===== config.mk =====
export PLATFORM = sky130hd
export DESIGN_NAME = wake_event_status_control
export DESIGN_NICKNAME = d
export VERILOG_FILES = /design/src/wake_pkg.sv /design/src/wake_bit.sv /design/src/wake_event_status_control.sv /design/src/wake_sync.sv
export SDC_FILE = /design/constraint.sdc
export NUM_CORES = 1
export LEC_CHECK = 0
export BUFFER_PORTS_ARGS = -buffer_cell sky130_fd_sc_hd__buf_2
export CORE_MARGIN = 1
export CORE_UTILIZATION = 55
export CTS_CLUSTER_DIAMETER = 30
export DETAILED_ROUTE_END_ITERATION = 12
export GPL_TIMING_DRIVEN = 1
export HOLD_SLACK_MARGIN = 0.05
export PLACE_DENSITY = 0.79
export SLEW_MARGIN = 20
export SYNTH_ARGS = -nofsm -noshare
export SYNTH_HDL_FRONTEND = slang
export SYNTH_HIERARCHICAL = 1
export SYNTH_SLANG_ARGS = --single-unit

===== constraint.sdc =====
create_clock -name ref_clk_i -period 5.35 [get_ports ref_clk_i]
set_input_delay 0.2675 -clock ref_clk_i [delete_from_list [all_inputs] [get_ports ref_clk_i]]
set_output_delay 0.2675 -clock ref_clk_i [all_outputs]
set_load 0.02 [all_outputs]

===== src/wake_pkg.sv =====
/*
 * wake_pkg: offsets, bit positions, reset values and widths shared by the
 * wake event status and control block.
 * assumes: byte-wide register port, offsets relative to the programmed
 * base of the power management register block.
 */
package wake_pkg;
   // register offsets within the wake block
   localparam logic [7:0] OFS_MASTER_STATUS = 8'h00;
   localparam logic [7:0] OFS_RESERVED_01 = 8'h01;
   localparam logic [7:0] OFS_MASTER_ENABLE = 8'h02;
   localparam logic [7:0] OFS_RESERVED_03 = 8'h03;
   localparam logic [7:0] OFS_SOURCE_STATUS_A = 8'h04;
   localparam logic [7:0] OFS_SOURCE_STATUS_B = 8'h05;
   localparam logic [7:0] OFS_SOURCE_STATUS_C = 8'h06;
   // span of the decoded block (offsets 00..06)
   localparam logic [7:0] BLOCK_SPAN = 8'h07;
   // master bit position
   localparam int MASTER_BIT = 0;
   // standby reset values
   localparam logic [7:0] RESET_VALUE = 8'h00;
   localparam logic MASTER_RESET = 1'b0;
   // register bank A bit positions
   localparam int BIT_INFRARED = 0;
   localparam int BIT_RING_TWO = 1;
   localparam int BIT_RING_ONE = 2;
   localparam int BIT_KEYBOARD = 3;
   localparam int BIT_MOUSE = 4;
   localparam int BIT_SPECIFIC_KEY = 5;
   localparam int BIT_FAN_ONE = 6;
   localparam int BIT_FAN_TWO = 7;
   // register bank C: grouped interrupt position
   localparam int BIT_GROUPED_INT = 3;
   // widths
   localparam int REG_W = 8;
   localparam int SRC_W = 24;
   // synchroniser depth for pin inputs
   localparam int SYNC_DEPTH = 3;
endpackage : wake_pkg


===== src/wake_bit.sv =====
/*
 * wake_bit: one sticky write-one-to-clear status bit; a new event in the
 * same cycle as a clear keeps the bit set.
 * assumes: ref_clk_i domain, reset is the standby-supply reset only.
 */
`timescale 1ns/1ps
module wake_bit (
   input wire logic ref_clk_i, // block clock
   input wire logic rstn_i, // standby reset, active low
   input wire logic set_i, // event pulse
   input wire logic clear_i, // host wrote one to this bit
   output logic state_o // sticky status
);
   import wake_pkg::*;

   logic state_d;

   // set beats clear in the same cycle
   assign state_d = set_i | (state_o & ~clear_i);

   // sticky flop, cleared by clear_i or by standby reset
   always_ff @(posedge ref_clk_i) begin
      if (!rstn_i) begin
         state_o <= MASTER_RESET;
      end else begin
         state_o <= state_d;
      end
   end
endmodule : wake_bit


===== src/wake_event_status_control.sv =====
/*
 * wake_event_status_control: latches wake events into sticky status
 * registers, keeps the master status and enable bits, and drives the
 * active-low wake request toward the host chipset.
 * assumes: rstn_i is the standby-supply power-on reset only; main-supply,
 * hard and soft resets are not wired here. register port is a plain byte
 * port with one-cycle read and write strobes and an offset already
 * relative to the programmed block base. event lines are asynchronous.
 */
`timescale 1ns/1ps
module wake_event_status_control (
   input wire logic ref_clk_i, // 250 MHz block clock
   input wire logic rstn_i, // standby-supply reset, active low
   input wire logic reg_sel_i, // offset lies inside the block window
   input wire logic [7:0] reg_offset_i, // offset from programmed base
   input wire logic reg_wr_i, // one-cycle write strobe
   input wire logic reg_rd_i, // one-cycle read strobe
   input wire logic [wake_pkg::REG_W-1:0] reg_wdata_i, // write byte
   output logic [wake_pkg::REG_W-1:0] reg_rdata_o, // read byte
   output logic reg_rvalid_o, // read data valid, one cycle
   input wire logic consumer_infrared_wake_i, // infrared wake event
   input wire logic ring_indicator_two_i, // second ring indicator
   input wire logic ring_indicator_one_i, // first ring indicator
   input wire logic keyboard_wake_i, // keyboard wake event
   input wire logic mouse_wake_i, // mouse wake event
   input wire logic specific_key_wake_i, // specific key wake event
   input wire logic fan_speed_sense_one_i, // fan tachometer one event
   input wire logic fan_speed_sense_two_i, // fan tachometer two event
   input wire logic [7:0] general_pin_10_17_i, // pins 10..17 events
   input wire logic [2:0] general_pin_20_22_i, // pins 20..22 events
   input wire logic grouped_device_interrupt_status_i, // group interrupt
   input wire logic [3:0] general_pin_24_27_i, // pins 24..27 events
   input wire logic [wake_pkg::SRC_W-1:0] wake_assert_enable_i, // per-source
   output logic wake_request_n_o // wake request, active low
);
   import wake_pkg::*;

   // raw event vector in register order: bank a, bank b, bank c
   logic [SRC_W-1:0] event_raw;
   logic [SRC_W-1:0] event_rise; // synchronised rising edges
   logic [SRC_W-1:0] source_q; // sticky per-source status
   logic [SRC_W-1:0] source_clear; // write-one-to-clear strobes
   logic master_status; // master status flop output
   logic master_enable_q; // master enable
   logic master_enable_d;
   logic master_clear; // write one to master status
   logic master_set; // some enabled source is pending
   logic request_d; // next wake request, active high
   logic in_block; // offset inside decoded span
   logic hit_mstat; // decoded master status
   logic hit_men; // decoded master enable
   logic hit_a; // decoded bank a
   logic hit_b; // decoded bank b
   logic hit_c; // decoded bank c
   logic wr_mstat;
   logic wr_men;
   logic wr_a;
   logic wr_b;
   logic wr_c;
   logic [REG_W-1:0] rdata_d; // read mux output

   // bank a layout: sources placed at their documented bit positions
   assign event_raw[BIT_INFRARED] = consumer_infrared_wake_i;
   assign event_raw[BIT_RING_TWO] = ring_indicator_two_i;
   assign event_raw[BIT_RING_ONE] = ring_indicator_one_i;
   assign event_raw[BIT_KEYBOARD] = keyboard_wake_i;
   assign event_raw[BIT_MOUSE] = mouse_wake_i;
   assign event_raw[BIT_SPECIFIC_KEY] = specific_key_wake_i;
   assign event_raw[BIT_FAN_ONE] = fan_speed_sense_one_i;
   assign event_raw[BIT_FAN_TWO] = fan_speed_sense_two_i;
   // bank b: pins 10..17 in order
   assign event_raw[2*REG_W-1:REG_W] = general_pin_10_17_i;
   // bank c: pins 20..22, grouped interrupt, pins 24..27
   assign event_raw[2*REG_W+2:2*REG_W] = general_pin_20_22_i;
   assign event_raw[2*REG_W+BIT_GROUPED_INT] =
      grouped_device_interrupt_status_i;
   assign event_raw[3*REG_W-1:2*REG_W+4] = general_pin_24_27_i;
   // pins 32, 33 and 53 live in banks d and e, which this block omits, so
   // their false setting at main-supply power-up cannot raise a wake

   // address decode relative to the programmed base
   assign in_block = reg_sel_i & (reg_offset_i < BLOCK_SPAN);
   assign hit_mstat = in_block & (reg_offset_i == OFS_MASTER_STATUS);
   assign hit_men = in_block & (reg_offset_i == OFS_MASTER_ENABLE);
   assign hit_a = in_block & (reg_offset_i == OFS_SOURCE_STATUS_A);
   assign hit_b = in_block & (reg_offset_i == OFS_SOURCE_STATUS_B);
   assign hit_c = in_block & (reg_offset_i == OFS_SOURCE_STATUS_C);
   assign wr_mstat = hit_mstat & reg_wr_i;
   assign wr_men = hit_men & reg_wr_i;
   assign wr_a = hit_a & reg_wr_i;
   assign wr_b = hit_b & reg_wr_i;
   assign wr_c = hit_c & reg_wr_i;

   // write-one-to-clear strobes, zero bits ignored
   assign source_clear = {reg_wdata_i & {REG_W{wr_c}},
                          reg_wdata_i & {REG_W{wr_b}},
                          reg_wdata_i & {REG_W{wr_a}}};

   // master status clear on a written one in bit 0
   assign master_clear = wr_mstat & reg_wdata_i[MASTER_BIT];

   // enable is plain read-write on bit 0; upper bits reserved
   assign master_enable_d = wr_men ? reg_wdata_i[MASTER_BIT]
                                   : master_enable_q;

   // a source would request when set and individually enabled
   assign master_set = |(source_q & wake_assert_enable_i);

   // request: pending master status gated by master enable
   // the master bit itself already reflects source and enable
   assign request_d = master_status & master_enable_q & ~master_clear;

   // read mux; reserved offsets and bits return zero
   assign rdata_d =
      hit_mstat ? {{(REG_W-1){1'b0}}, master_status} :
      hit_men ? {{(REG_W-1){1'b0}}, master_enable_q} :
      hit_a ? source_q[REG_W-1:0] :
      hit_b ? source_q[2*REG_W-1:REG_W] :
      hit_c ? source_q[3*REG_W-1:2*REG_W] :
      RESET_VALUE;

   // one synchroniser and one sticky bit per wake source
   genvar g;
   generate
      for (g = 0; g < SRC_W; g++) begin : g_src
         // pin lines are asynchronous: three-flop filter
         wake_sync u_sync (
            .ref_clk_i(ref_clk_i),
            .rstn_i(rstn_i),
            .async_i(event_raw[g]),
            .rise_o(event_rise[g])
         );
         // sets on any event whatever the enables
         // a written one or the standby reset clears it
         wake_bit u_bit (
            .ref_clk_i(ref_clk_i),
            .rstn_i(rstn_i),
            .set_i(event_rise[g]),
            .clear_i(source_clear[g]),
            .state_o(source_q[g])
         );
      end
   endgenerate

   // master status: sets whenever a request would be made, regardless of
   // the master enable; set beats a simultaneous clear
   wake_bit u_master (
      .ref_clk_i(ref_clk_i),
      .rstn_i(rstn_i),
      .set_i(master_set),
      .clear_i(master_clear),
      .state_o(master_status)
   );

   // master enable, a written zero or the standby reset clears it
   always_ff @(posedge ref_clk_i) begin
      if (!rstn_i) begin
         master_enable_q <= MASTER_RESET;
      end else begin
         master_enable_q <= master_enable_d;
      end
   end

   // registered wake request, high when idle
   always_ff @(posedge ref_clk_i) begin
      if (!rstn_i) begin
         wake_request_n_o <= 1'b1;
      end else begin
         wake_request_n_o <= ~request_d;
      end
   end

   // registered read data with valid
   always_ff @(posedge ref_clk_i) begin
      if (!rstn_i) begin
         reg_rdata_o <= RESET_VALUE;
         reg_rvalid_o <= 1'b0;
      end else begin
         reg_rdata_o <= reg_rd_i ? rdata_d : RESET_VALUE;
         reg_rvalid_o <= reg_rd_i & reg_sel_i;
      end
   end
endmodule : wake_event_status_control


===== src/wake_sync.sv =====
/*
 * wake_sync: three-flop synchroniser with agreement filter for one
 * asynchronous wake event line; emits a one-cycle pulse on a rising edge.
 * assumes: ref_clk_i domain, synchronous active-low reset.
 */
`timescale 1ns/1ps
module wake_sync (
   input wire logic ref_clk_i, // block clock
   input wire logic rstn_i, // synchronous reset, active low
   input wire logic async_i, // raw event line from a pin
   output logic rise_o // one-cycle pulse when the line goes high
);
   import wake_pkg::*;

   logic [SYNC_DEPTH-1:0] chain_q; // stage 0 is read only by stage 1
   logic level_q; // filtered level
   logic agree; // second and third stages match
   logic level_d;

   assign agree = (chain_q[1] == chain_q[2]);
   assign level_d = agree ? chain_q[2] : level_q;

   // shift chain and filtered level
   always_ff @(posedge ref_clk_i) begin
      if (!rstn_i) begin
         chain_q <= '0;
         level_q <= 1'b0;
         rise_o <= 1'b0;
      end else begin
         chain_q <= {chain_q[SYNC_DEPTH-2:0], async_i};
         level_q <= level_d;
         rise_o <= level_d & ~level_q;
      end
   end
endmodule : wake_sync

==> impl_metrics.env <==
export IMPL_status="completed"
export IMPL_drive_gt1_frac=0.3453
export IMPL_setup_viol=0
export IMPL_ys_seq_area_frac=0.5657
export IMPL_core_area_sq_um=9729
export IMPL_cts_max_level=4
export IMPL_path_cells="dlygate4sd3_1, buf_2, nand2b_1, nor4_2, and2_1, nor2b_4, o21a_1"
export IMPL_clk_insertion_delay_late_ns=0.53
export IMPL_ir_worst_vdd_uv=230.7
export IMPL_dieArea_sq_um=10440
export IMPL_slew_headroom=0.4446
export IMPL_yosys_register_bits=156
export IMPL_intPower_uw=2052
export IMPL_grt_pass1_wl_microns=16350
export IMPL_final_common_cell="dfxtp_1"
export IMPL_cts_buffers=17
export IMPL_wl_met2_microns=5217
export IMPL_power_frac_clock=0.491
export IMPL_die_w_microns=102.2
export IMPL_drtIter0Drc=104
export IMPL_power_per_cell_area_nw_per_um2=364.9
export IMPL_crit_family="simple AND/OR/NAND/NOR gates"
export IMPL_slew_viol_final=0
export IMPL_final_cell_mix="156 x dfxtp_1, 77 x buf_2, 48 x and2_2"
export IMPL_maxCapViolations=0
export IMPL_start_util=0.5674
export IMPL_tns_ns=0
export IMPL_p_switching_uw=496.8
export IMPL_cellLeakagePower_uw=0.002883
export IMPL_arrival_ns=2.34
export IMPL_post_dp_cell_area_sq_um=6082
export IMPL_hpwl_microns=6669
export IMPL_synthToLayoutAreaGrowth_pct=26.54
export IMPL_highest_layer="met5"
export IMPL_cts_hold_buf=27
export IMPL_clockBufferDepth=2
export IMPL_place_gp_congestion=0.8226
export IMPL_end_kind="flip-flop"
export IMPL_netlist_instances=481
export IMPL_clockRootBuffer="clkbuf_8"
export IMPL_critPathMaxStageDelay_ns=0.75
export IMPL_synth_ff_type="dfxtp_1"
export IMPL_synth_cell_type_count=34
export IMPL_vias=3747
export IMPL_drt_first_pass_iters=4
export IMPL_io_pins=79
export IMPL_fin_area_sq_um=6985
export IMPL_crit_type="in2reg"
export IMPL_fin_skew_ns=0.01301
export IMPL_clk_pin_slew_worst_paths_ns=0.06
export IMPL_min_period_ns=1.935
export IMPL_swShare=0.1949
export IMPL_rsz0062_at_grt="no"
export IMPL_ys_async_sr_fraction=0
export IMPL_combinationalPowerShare=0.039
export IMPL_grt_use_total=0.2103
export IMPL_wl_microns=10240
export IMPL_required_ns=5.76
export IMPL_antenna_left=0
export IMPL_min_period_over_period=0.3616
export IMPL_cts_tree="yes"
export IMPL_ys_warn_count=6
export IMPL_num_rows=36
export IMPL_final_core_util=0.7180
export IMPL_postCtsSetupBuffers=0
export IMPL_wl_met1_microns=4334
export IMPL_grt_max_degree=74
export IMPL_synth_edff_count=0
export IMPL_startpoint_type="input pin"
export IMPL_cts_repair_resized=0
export IMPL_synthesis_nets=550
export IMPL_overflow=0
export IMPL_worstPathMaxFanout=8
export IMPL_viasPerCell=5.016
export IMPL_grt_pass1_vias=3684
export IMPL_cp_num_buf_inv=2
export IMPL_hp_class="in2reg"
export IMPL_cp_slowest_cell="nor4_2"
export IMPL_avgRoutedWirePerCell_microns=13.71
export IMPL_dr_wl_met3_microns=501
export IMPL_n_antenna_cell=0
export IMPL_drc=0
export IMPL_clock_fmax_mhz=516.9
export IMPL_nets=670
export IMPL_port_buffers=78
export IMPL_tightestPinTransition_ns=0.8263
export IMPL_n_fill_cell=696
export IMPL_netlist_area_sq_um=5520
export IMPL_synth_avg_cell_area_sq_um=11.48
export IMPL_clock_sinks=156
export IMPL_finalHoldViolCount=0
export IMPL_fp_dieH_microns=102.2
export IMPL_antenna_found_initial=2
export IMPL_pwr_share_seq=0.469
-- path summary, 6_finish.rpt --
path                                                   from                          end  slack, ns  cells after the start
worst max-delay path                              reg_sel_i      g_src[17].u_bit/state_o       3.42                      7
worst min-delay path                               reg_wr_i              master_enable_q       0.17                      4
worst max register to register       g_src[8].u_bit/state_o             u_master/state_o       3.93                      4
worst min register to register  g_src[19].u_sync/chain_q[0]  g_src[19].u_sync/chain_q[1]       0.43                      1
-- per-layer routing --
| metal | track usage | up-vias |
|---|---|---|
| met5 | 0 | - |
| met1 | 0.2243 | 1744 |
| li1 | - | 1885 |
| met3 | 0.07387 | 16 |
| met4 | 0.1099 | 2 |
| met2 | 0.3665 | 100 |
-- worst register-to-register path, cell delays in order (launching register included) --
cell and delay (ns):
dfxtp_1 0.33, a22oi_1 0.29, nand4_1 0.13, or3_1 0.38, o21a_1 0.19
-- layout make-up --
cell class,count,area (sq um),share of cell area
Multi-Input combinational cell,311,2355,0.3371
Sequential cell,156,3123,0.4471
Tap cell,133,166.4,0.02382
Inverter,8,30.03,0.004299
Clock buffer,22,473.0,0.06771
Clock inverter,10,160.2,0.02293
Timing Repair Buffer,107,678.2,0.09708
-- sequential cells by signal (all words and copies together) (netlist names) --
register and flops:
g_src.u_sync/chain_q 72, g_src.u_sync/level_q 24, master_enable_q 1, g_src.u_sync/rise_o 24, u_master/state_o 1, wake_request_n_o 1, g_src.u_bit/state_o 24, reg_rdata_o 8
reg_rvalid_o 1
-- synth_stat cells, types with 4 or more instances --
| cell | count | area (sq um) |
|---|---|---|
| a21boi_0 | 24 | 180.2 |
| a21oi_1 | 7 | 35.03 |
| a22oi_1 | 12 | 90.09 |
| and2_1 | 24 | 150.1 |
| and2_2 | 48 | 360.4 |
| and2_4 | 24 | 210.2 |
| and3b_1 | 24 | 210.2 |
| clkbuf_1 | 4 | 15.01 |
| dfxtp_1 | 156 | 3123 |
| inv_1 | 8 | 30.03 |
| nand2_1 | 29 | 108.9 |
| nand2b_1 | 4 | 25.02 |
| nor2b_1 | 9 | 56.30 |
| nor2b_4 | 25 | 344.1 |
| nor4_1 | 4 | 25.02 |
| o21a_1 | 25 | 187.7 |
| o21ai_0 | 24 | 120.1 |
| o221a_1 | 7 | 78.83 |
-- power by group through the flow --
stage / Clock (uW) / Combinational (uW) / Sequential, uW
2_1_floorplan: 0 / 38.1 / 1220
3_3_place_gp: 0 / 81.3 / 1220
3_5_place_dp: 0 / 84.5 / 1220
4_1_cts: 1280 / 100 / 1200
5_1_grt: 1330 / 109 / 1200
6_report: 1250 / 99.8 / 1200
-- cells by family after synthesis --
logic type / count (synthesis) / share of synthesized area
buf+inv: 14 / 0.009972
simple gates: 206 / 0.2890
flops: 156 / 0.5657
compound gates: 103 / 0.1317
mux: 2 / 0.003627
-- metrics by stage --
stage	total power [uW]	setup slack (ns)	hold WS (ns)	cells
CTS	2575	3.460	0.1355	747
finish	2549	3.415	0.1708	747
global placement	1302	2.587	0.4228	688
detailed placement	1306	2.938	0.4240	688
global route	2642	3.270	0.1558	747
floorplan	1257	3.337	0.3850	481
Note: power is estimated with default switching activity, not from simulation.
